`config.mk`:
```
export PLATFORM = sky130hd
export DESIGN_NAME = srr_block
export DESIGN_NICKNAME = d
export VERILOG_FILES = /design/src/hdl/srr_pkg.sv /design/src/hdl/srr_block.sv
export SDC_FILE = /design/constraint.sdc
export NUM_CORES = 1
export LEC_CHECK = 0
export BUFFER_PORTS_ARGS = -buffer_cell sky130_fd_sc_hd__buf_4
export CELL_PAD_IN_SITES_DETAIL_PLACEMENT = 1
export CELL_PAD_IN_SITES_GLOBAL_PLACEMENT = 2
export CORE_MARGIN = 2
export CORE_UTILIZATION = 30
export DETAILED_ROUTE_END_ITERATION = 16
export PLACE_DENSITY = 0.75
export SETUP_SLACK_MARGIN = 0.4
export SLEW_MARGIN = 20
export SYNTH_ARGS = -nofsm -noshare
export SYNTH_HDL_FRONTEND = slang
export SYNTH_SLANG_ARGS = --single-unit
```
`constraint.sdc`:
```
create_clock -name clk -period 5.8 [get_ports clk]
set_input_delay 0.87 -clock clk [delete_from_list [all_inputs] [get_ports clk]]
set_output_delay 0.87 -clock clk [all_outputs]
set_load 0.01 [all_outputs]
```
`src/hdl/srr_pkg.sv`:
```
// Purpose: Constants and carrier types for the scaled readings register block
// Assumes: 16-bit holding registers addressed by a 16-bit register address
// Notes:   Energy counters span two registers, high half first
package srr_pkg;
	localparam logic [15:0] ADDR_HEALTH      = 16'h9c40;
	localparam logic [15:0] ADDR_VOLT_AN     = 16'h9c41;
	localparam logic [15:0] ADDR_VOLT_BN     = 16'h9c42;
	localparam logic [15:0] ADDR_VOLT_CN     = 16'h9c43;
	localparam logic [15:0] ADDR_CUR_A       = 16'h9c44;
	localparam logic [15:0] ADDR_CUR_B       = 16'h9c45;
	localparam logic [15:0] ADDR_CUR_C       = 16'h9c46;
	localparam logic [15:0] ADDR_REAL_PWR    = 16'h9c47;
	localparam logic [15:0] ADDR_REACT_PWR   = 16'h9c48;
	localparam logic [15:0] ADDR_APPAR_PWR   = 16'h9c49;
	localparam logic [15:0] ADDR_PWR_FACTOR  = 16'h9c4a;
	localparam logic [15:0] ADDR_FREQ        = 16'h9c4b;
	localparam logic [15:0] ADDR_VOLT_AB     = 16'h9c4c;
	localparam logic [15:0] ADDR_VOLT_BC     = 16'h9c4d;
	localparam logic [15:0] ADDR_VOLT_CA     = 16'h9c4e;
	localparam logic [15:0] ADDR_CUR_XFMR_NUM  = 16'h9c4f;
	localparam logic [15:0] ADDR_CUR_XFMR_MULT = 16'h9c50;
	localparam logic [15:0] ADDR_CUR_XFMR_DEN  = 16'h9c51;
	localparam logic [15:0] ADDR_VT_NUM      = 16'h9c52;
	localparam logic [15:0] ADDR_VT_MULT     = 16'h9c53;
	localparam logic [15:0] ADDR_VT_DEN      = 16'h9c54;
	localparam logic [15:0] ADDR_E_REAL_DEL  = 16'h9c55;
	localparam logic [15:0] ADDR_E_REAL_REC  = 16'h9c57;
	localparam logic [15:0] ADDR_E_REACT_DEL = 16'h9c59;
	localparam logic [15:0] ADDR_E_REACT_REC = 16'h9c5b;
	localparam logic [15:0] ADDR_E_APPAR     = 16'h9c5d;
	localparam logic [15:0] ADDR_CUR_N       = 16'h9c5f;
	localparam logic [15:0] ADDR_RSVD_FIRST  = 16'h9c60;
	localparam logic [15:0] ADDR_RSVD_LAST   = 16'h9ca2;
	localparam logic [15:0] ADDR_ENERGY_CLR  = 16'h9ca3;

	// Code limits of the offset-coded readings
	localparam logic [11:0] CODE_ZERO        = 12'h7ff;
	localparam logic [11:0] CODE_MAX         = 12'hfff;
	localparam logic [11:0] CODE_MIN         = 12'h000;
	localparam logic [11:0] PF_CODE_MIN      = 12'h417;
	localparam logic [11:0] PF_CODE_MAX      = 12'hbe7;
	localparam logic [11:0] FREQ_CODE_MAX    = 12'haaa;

	// Transformer ratio limits
	localparam logic [15:0] RATIO_NUM_MIN    = 16'h0001;
	localparam logic [15:0] RATIO_NUM_MAX    = 16'h270f;
	localparam logic [15:0] MULT_1           = 16'h0001;
	localparam logic [15:0] MULT_10          = 16'h000a;
	localparam logic [15:0] MULT_100         = 16'h0064;
	localparam logic [15:0] CUR_XFMR_DEN_5   = 16'h0005;

	// Energy counter ceiling, 99999999
	localparam logic [31:0] ENERGY_MAX       = 32'h05f5_e0ff;
	localparam logic [15:0] PASSWORD_OPEN    = 16'h15b3;

	// Energy format scale of the digit before the implied point
	typedef enum logic [1:0] {
		SRR_SCALE_UNITS,
		SRR_SCALE_KILO,
		SRR_SCALE_MEGA
	} srr_scale_t;

	typedef struct packed {
		logic [11:0] volt_an;
		logic [11:0] volt_bn;
		logic [11:0] volt_cn;
		logic [11:0] cur_a;
		logic [11:0] cur_b;
		logic [11:0] cur_c;
		logic [11:0] cur_n;
		logic [11:0] real_pwr;
		logic [11:0] react_pwr;
		logic [11:0] appar_pwr;
		logic [11:0] pwr_factor;
		logic [11:0] freq;
		logic [11:0] volt_ab;
		logic [11:0] volt_bc;
		logic [11:0] volt_ca;
	} srr_readings_t;

	typedef struct packed {
		logic [15:0] cur_xfmr_num;
		logic [15:0] cur_xfmr_mult;
		logic [15:0] cur_xfmr_den;
		logic [15:0] vt_num;
		logic [15:0] vt_mult;
		logic [15:0] vt_den;
	} srr_ratios_t;

	typedef struct packed {
		logic [31:0] real_del;
		logic [31:0] real_rec;
		logic [31:0] react_del;
		logic [31:0] react_rec;
		logic [31:0] appar;
	} srr_energy_t;
endpackage

```
`src/hdl/srr_block.sv`:
```
// Purpose: Holding register bank of scaled readings for a remote master
// Assumes: Engine inputs are on clk; one request per cycle on the port
// Notes:   Reads answer one cycle after the strobe; writes never stall
// Operation
// Every register is read-only except the energy-clear command register.
// Health flag reads 0 when operating properly, 1 otherwise, nothing else.
// Phase-neutral voltage codes span 2047 to 4095, 150 V full scale.
// Phase current codes span 0 to 4095, zero at 2047, 10 A scale.
// Neutral current uses the same coding as phase currents.
// Total powers coded 0..4095 around 2047, 3000 full scale.
// Power factor code spans 1047 to 3047; value is (code - 2047) / 1000.
// Frequency code saturates at 0 low and 2730 high.
// Line-line voltage codes span 2047 to 4095, 300 V full scale.
// Current ratio numerator 1..9999, multiplier 1/10/100, divisor 1 or 5.
// Voltage ratio numerator and denominator 1..9999, multiplier 1/10/100.
// Energy counters span two registers, high half first, max 99999999.
// Energy values have implied decimal point; scale set by energy format.
// Energy-clear register takes a password on write and reads as 0.
// Undefined and reserved addresses read zero; writes to them do nothing.
// Wrong password gives a normal answer but no clear; 5555 when disabled.
// Master reads both halves of a counter in one multi-register request; the port here takes one register per request.
`timescale 1ns/1ps
module srr_block (
	input  wire logic                   clk,
	input  wire logic                   rst,
	input  wire logic                   req_valid,
	input  wire logic                   req_write,
	input  wire logic [15:0]            req_addr,
	input  wire logic [15:0]            req_wdata,
	output logic                        rsp_valid,
	output logic [15:0]                 rsp_rdata,
	input  wire logic                   eng_fault,
	input  wire logic                   eng_data_ready,
	input  wire srr_pkg::srr_readings_t eng_readings,
	input  wire srr_pkg::srr_ratios_t   eng_ratios,
	input  wire srr_pkg::srr_energy_t   eng_energy,
	input  wire srr_pkg::srr_scale_t    eng_scale,
	input  wire logic                   pw_enabled,
	input  wire logic [15:0]            pw_value,
	output logic                        energy_clear,
	output srr_pkg::srr_scale_t         energy_scale,
	output logic                        health_flag
);

	srr_pkg::srr_readings_t rd;
	srr_pkg::srr_ratios_t   rt;
	srr_pkg::srr_energy_t   en;
	logic                   valid_data;
	logic [15:0]            next_rdata;
	logic                   pw_ok;

	function automatic logic [11:0] clamp12(input logic [11:0] v,
		input logic [11:0] lo, input logic [11:0] hi);
		logic [11:0] r;
		r = v;
		if (v < lo)
			r = lo;
		if (v > hi)
			r = hi;
		return r;
	endfunction

	function automatic logic [15:0] clamp16(input logic [15:0] v,
		input logic [15:0] lo, input logic [15:0] hi);
		logic [15:0] r;
		r = v;
		if (v < lo)
			r = lo;
		if (v > hi)
			r = hi;
		return r;
	endfunction

	function automatic logic [15:0] fix_mult(input logic [15:0] v);
		logic [15:0] r;
		r = srr_pkg::MULT_1;
		if (v == srr_pkg::MULT_10 || v == srr_pkg::MULT_100)
			r = v;
		return r;
	endfunction

	function automatic logic [31:0] clamp_energy(input logic [31:0] v);
		logic [31:0] r;
		r = v;
		if (v > srr_pkg::ENERGY_MAX)
			r = srr_pkg::ENERGY_MAX;
		return r;
	endfunction

	// Snapshot of engine values, coerced into their legal code ranges
	always_ff @(posedge clk) begin
		if (rst) begin
			rd <= '0;
			valid_data <= 1'b0;
		end else if (eng_data_ready) begin
			valid_data <= 1'b1;
			rd.volt_an <= clamp12(eng_readings.volt_an, srr_pkg::CODE_ZERO,
				srr_pkg::CODE_MAX);
			rd.volt_bn <= clamp12(eng_readings.volt_bn, srr_pkg::CODE_ZERO,
				srr_pkg::CODE_MAX);
			rd.volt_cn <= clamp12(eng_readings.volt_cn, srr_pkg::CODE_ZERO,
				srr_pkg::CODE_MAX);
			// Currents and powers use the full 12-bit span around zero
			rd.cur_a <= eng_readings.cur_a;
			rd.cur_b <= eng_readings.cur_b;
			rd.cur_c <= eng_readings.cur_c;
			rd.cur_n <= eng_readings.cur_n;
			rd.real_pwr <= eng_readings.real_pwr;
			rd.react_pwr <= eng_readings.react_pwr;
			rd.appar_pwr <= eng_readings.appar_pwr;
			rd.pwr_factor <= clamp12(eng_readings.pwr_factor,
				srr_pkg::PF_CODE_MIN, srr_pkg::PF_CODE_MAX);
			rd.freq <= clamp12(eng_readings.freq, srr_pkg::CODE_MIN,
				srr_pkg::FREQ_CODE_MAX);
			rd.volt_ab <= clamp12(eng_readings.volt_ab, srr_pkg::CODE_ZERO,
				srr_pkg::CODE_MAX);
			rd.volt_bc <= clamp12(eng_readings.volt_bc, srr_pkg::CODE_ZERO,
				srr_pkg::CODE_MAX);
			rd.volt_ca <= clamp12(eng_readings.volt_ca, srr_pkg::CODE_ZERO,
				srr_pkg::CODE_MAX);
		end
	end

	always_ff @(posedge clk) begin
		if (rst) begin
			rt <= '0;
		end else if (eng_data_ready) begin
			rt.cur_xfmr_num <= clamp16(eng_ratios.cur_xfmr_num,
				srr_pkg::RATIO_NUM_MIN, srr_pkg::RATIO_NUM_MAX);
			rt.cur_xfmr_mult <= fix_mult(eng_ratios.cur_xfmr_mult);
			rt.cur_xfmr_den <=
				(eng_ratios.cur_xfmr_den == srr_pkg::CUR_XFMR_DEN_5) ?
				srr_pkg::CUR_XFMR_DEN_5 : srr_pkg::MULT_1;
			rt.vt_num <= clamp16(eng_ratios.vt_num, srr_pkg::RATIO_NUM_MIN,
				srr_pkg::RATIO_NUM_MAX);
			rt.vt_mult <= fix_mult(eng_ratios.vt_mult);
			rt.vt_den <= clamp16(eng_ratios.vt_den, srr_pkg::RATIO_NUM_MIN,
				srr_pkg::RATIO_NUM_MAX);
		end
	end

	// Energy snapshot; an update between the two half reads can mix two snapshots
	always_ff @(posedge clk) begin
		if (rst) begin
			en <= '0;
		end else if (eng_data_ready) begin
			en.real_del <= clamp_energy(eng_energy.real_del);
			en.real_rec <= clamp_energy(eng_energy.real_rec);
			en.react_del <= clamp_energy(eng_energy.react_del);
			en.react_rec <= clamp_energy(eng_energy.react_rec);
			en.appar <= clamp_energy(eng_energy.appar);
		end
	end

	always_ff @(posedge clk) begin
		if (rst)
			energy_scale <= srr_pkg::SRR_SCALE_UNITS;
		else if (eng_data_ready && eng_scale != 2'h3)
			energy_scale <= eng_scale;
	end

	always_ff @(posedge clk) begin
		if (rst)
			health_flag <= 1'b1;
		else
			health_flag <= eng_fault | ~valid_data;
	end

	// Read mux; readings are zero until the first snapshot arrives
	always_comb begin
		next_rdata = 16'h0000;
		if (valid_data) begin
			unique case (req_addr)
				srr_pkg::ADDR_VOLT_AN:     next_rdata = {4'h0, rd.volt_an};
				srr_pkg::ADDR_VOLT_BN:     next_rdata = {4'h0, rd.volt_bn};
				srr_pkg::ADDR_VOLT_CN:     next_rdata = {4'h0, rd.volt_cn};
				srr_pkg::ADDR_CUR_A:       next_rdata = {4'h0, rd.cur_a};
				srr_pkg::ADDR_CUR_B:       next_rdata = {4'h0, rd.cur_b};
				srr_pkg::ADDR_CUR_C:       next_rdata = {4'h0, rd.cur_c};
				srr_pkg::ADDR_CUR_N:       next_rdata = {4'h0, rd.cur_n};
				srr_pkg::ADDR_REAL_PWR:    next_rdata = {4'h0, rd.real_pwr};
				srr_pkg::ADDR_REACT_PWR:   next_rdata = {4'h0, rd.react_pwr};
				srr_pkg::ADDR_APPAR_PWR:   next_rdata = {4'h0, rd.appar_pwr};
				srr_pkg::ADDR_PWR_FACTOR:  next_rdata = {4'h0, rd.pwr_factor};
				srr_pkg::ADDR_FREQ:        next_rdata = {4'h0, rd.freq};
				srr_pkg::ADDR_VOLT_AB:     next_rdata = {4'h0, rd.volt_ab};
				srr_pkg::ADDR_VOLT_BC:     next_rdata = {4'h0, rd.volt_bc};
				srr_pkg::ADDR_VOLT_CA:     next_rdata = {4'h0, rd.volt_ca};
				srr_pkg::ADDR_CUR_XFMR_NUM:  next_rdata = rt.cur_xfmr_num;
				srr_pkg::ADDR_CUR_XFMR_MULT: next_rdata = rt.cur_xfmr_mult;
				srr_pkg::ADDR_CUR_XFMR_DEN:  next_rdata = rt.cur_xfmr_den;
				srr_pkg::ADDR_VT_NUM:      next_rdata = rt.vt_num;
				srr_pkg::ADDR_VT_MULT:     next_rdata = rt.vt_mult;
				srr_pkg::ADDR_VT_DEN:      next_rdata = rt.vt_den;
				// High half at the lower address
				srr_pkg::ADDR_E_REAL_DEL:  next_rdata = en.real_del[31:16];
				16'h9c56:                  next_rdata = en.real_del[15:0];
				srr_pkg::ADDR_E_REAL_REC:  next_rdata = en.real_rec[31:16];
				16'h9c58:                  next_rdata = en.real_rec[15:0];
				srr_pkg::ADDR_E_REACT_DEL: next_rdata = en.react_del[31:16];
				16'h9c5a:                  next_rdata = en.react_del[15:0];
				srr_pkg::ADDR_E_REACT_REC: next_rdata = en.react_rec[31:16];
				16'h9c5c:                  next_rdata = en.react_rec[15:0];
				srr_pkg::ADDR_E_APPAR:     next_rdata = en.appar[31:16];
				16'h9c5e:                  next_rdata = en.appar[15:0];
				default:                   next_rdata = 16'h0000;
			endcase
		end
		if (req_addr == srr_pkg::ADDR_HEALTH)
			next_rdata = {15'h0000, health_flag};
	end

	always_ff @(posedge clk) begin
		if (rst) begin
			rsp_valid <= 1'b0;
			rsp_rdata <= 16'h0000;
		end else begin
			rsp_valid <= req_valid;
			// Writes are answered with zero data and change nothing but the clear pulse
			rsp_rdata <= (req_valid && !req_write) ? next_rdata :
				16'h0000;
		end
	end

	assign pw_ok = pw_enabled ? (req_wdata == pw_value) :
		(req_wdata == srr_pkg::PASSWORD_OPEN);

	// Clear pulse only for a correct password at the command address
	always_ff @(posedge clk) begin
		if (rst)
			energy_clear <= 1'b0;
		else
			energy_clear <= req_valid && req_write &&
				req_addr == srr_pkg::ADDR_ENERGY_CLR && pw_ok;
	end

endmodule

```
==> results by group <==
Synthesis
  – Synthesized netlist net count: 2,639
  – Syn Area/Cell: 8.900 um2
  – Number of synthesized flops with an enable pin: 0
  – Mapped Area: 0.01910 mm2
  – Synth Flop Type: dfxtp_1
  – Gate Count Post-Synth: 2,146
  – Syn. warnings: 0
  – Yosys top cell by area: dfxtp_1
  – Async set-reset flop share out of synthesis: 0
  – Yosys top cell area share: 0.4643
  – Cell variety after synth: 71
  – Synth top area cells: dfxtp_1 (46%), nor2_1 (9.9%), mux2i_1 (4.9%)
  – #FFs+latches synth: 443
  – Register area share after synthesis: 0.4643

Place
  – Placed cell area: 0.02369 mm2
  – Placer Congestion: 0.9328
  – DP HPWL: 80,120 um
  – PortBufs: 513

Detailed routing
  – Via count: 19,380
  – WL final: 101,100 um
  – Antenna viol nets, final: 0
  – Initial DRC count: 1,567
  – DR pass1 iterations: 7
  – Drt wl/cell: 29.12 um
  – Vias per cell: 5.586
  – DRC: 0

Worst setup path
  – Worst setup path category: input pin to flop
  – Crit-path max FO: 13
  – CP arrival: 4.29 ns
  – CP Capture Type: flop
  – Cell mode on critical path: buf_4
  – R2R cell count: 5
  – Crit path cell chain: buf_4, or4b_1, or2_0, nor3_4, nor4_1, nand3_2, o41ai_4, buf_4, a31oi_1
  – Crit path launch type: input pin
  – Buffers plus inverters on the worst setup path: 2
  – Slowest-stage cell, CP: or4b_1
  – Req. time, crit path: 6.26 ns
  – CP top delay family: simple AND/OR/NAND/NOR gates
  – Critical Path Stages: 9
  – Reg-to-reg slack, setup: 3.91 ns
  – Crit-path max cell delay: 0.71 ns

Power and ir drop
  – Internal power: 5580 uW
  – Switch share: 0.2552
  – Cell Pwr Density: 294.8 mW/mm2
  – Peak supply drop: 0.2147 mV
  – Switching pwr: 1912 uW
  – Sequential Power Share: 0.453
  – Comb power frac: 0.098
  – Clock network power share: 0.449
  – Leakage power: 0.01070 uW

Timing
  – RSZ-0062 raised after global routing: no
  – Fin crit share: 0.6596
  – Hold Fails Final Rpt: 0
  – Hold Slack: 0.4542 ns
  – Final setup violation count: 0
  – Slew @ Worst Pin: 1.142 ns
  – Layout Skew: 0.02978 ns
  – Setup_tns: 0 ns
  – Min Tclk post-route: 3.826 ns
  – Rel. slew slack: 0.2328
  – Slew Limit Fails: 0
  – F_max: 0.2614 GHz

Finish
  – Layout cells sized above 1: 0.2550
  – # nets final: 3,081
  – Filler Cell Count: 7,345
  – Final instance area: 0.02541 mm2
  – P&R area growth vs syn: 33.05%
  – Most common cell after layout, fill and taps aside: buf_4
  – Most frequent cells in the layout: buf_4 (542), nor2_1 (505), dfxtp_1 (443), a211oi_1 (108), a22oi_1 (106)
  – # diodes: 0

Global route
  – GR Overflow Total: 0
  – First-pass GRT wire length: 144,000 um
  – Largest net degree at the start of global routing: 140
  – Initial antenna violation count: 1
  – Vias in the first global route: 19,960
  – Overall routing resource usage: 0.2983

CTS
  – CTS tree: built
  – H-tree depth: 2
  – Clk sinks: 443
  – Root Driver: clkbuf_16
  – # resized after CTS: 0
  – Num CTS Buffers: 50
  – Total setup buffers inserted after CTS: 0
  – Clock Path Buffers: 3
  – Clock transition at path regs: 0.06 ns
  – CTS Hold Bufs: 0
  – Worst skew pair latency: 0.61 ns

Status
  – Outcome: complete, no violations

Hold path
  – Hold path depth: 1
  – Hold Path Class: flop to flop

Floorplanning
  – Die Y: 256.3 um
  – Top-Level Pins: 514
  – Die Area: 0.06570 mm2
  – Core ar.: 0.06297 mm2
  – Initial core utilization: 0.3033
  – DIE WIDTH: 256.3 um
  – # rows: 92

Run
  – Max Cap Viol: 0
per-layer routing:
layer  wire [um]  up-vias  track usage
li1            -     8803            -
met1       42880     9729       0.3848
met2       48680      713       0.5067
met3        5604      139      0.04270
met4        3904        0       0.1064
met5           0        -            0
Yosys cell counts, drive strengths merged (22+ instances only):
cell type,count
a211oi,108
a21oi,27
a221oi,28
a222oi,26
a22o,86
a22oi,107
a311oi,27
and2,52
buf,56
clkbuf,101
dfxtp,443
inv,39
mux2i,93
nand2,52
nand3,56
nand4,41
nor2,507
nor3,102
nor4,51
o21ai,22
sequential cells by signal, indices dropped and copies added (netlist names):
signal / flops
health_flag: 1
energy_clear: 1
en: 160
rsp_rdata: 16
rt: 82
energy_scale: 2
rd: 180
rsp_valid: 1
power groups by stage:
stage / combinational, uW / clock (uW) / sequential (uW)
final: 737 / 3360 / 3390
after global routing: 808 / 3540 / 3390
after floorplan: 326 / 0 / 3320
after detailed placement: 736 / 0 / 3450
after CTS: 739 / 3410 / 3390
after global placement: 717 / 0 / 3460
through the flow:
| stage | instances | util | total power (uW) | worst slack, ns |
|---|---|---|---|---|
| 6_report | 3470 | 0.4036 | 7491 | 1.974 |
| 5_1_grt | 3470 | 0.4036 | 7742 | 1.859 |
| 4_1_cts | 3470 | 0.4036 | 7533 | 2.001 |
| 3_5_place_dp | 3382 | 0.3762 | 4188 | 1.388 |
| 3_3_place_gp | 3381 | 0.3758 | 4174 | 1.440 |
| 2_1_floorplan | 2146 | - | 3644 | 3.153 |
layout make-up:
cell class / count / area [um2] / share of cell area
clock buffer: 67 / 1415 / 0.05569
inverter: 39 / 146.4 / 0.005761
clock inverter: 21 / 307.8 / 0.01211
tap: 846 / 1059 / 0.04165
multi-input combinational: 1507 / 9449 / 0.3718
timing repair buffer: 547 / 4167 / 0.1640
sequential: 443 / 8869 / 0.3490
path summary, 6_finish.rpt:
check                            startpoint      endpoint
worst max-delay path            req_addr[6]  rsp_rdata[7]
worst min-delay path                 rt[48]   health_flag
worst max register to register       en[18]  rsp_rdata[2]
worst min register to register       rt[48]   health_flag
kinds of logic after synthesis:
| family | Yosys count | share of synthesized area |
|---|---|---|
| buf+inv | 196 | 0.04487 |
| compound gates | 488 | 0.2010 |
| flops | 443 | 0.4643 |
| mux | 94 | 0.04933 |
| simple gates | 921 | 0.2386 |
| xor+xnor | 4 | 0.001835 |
No activity file was read; power rests on OpenSTA's default activity.
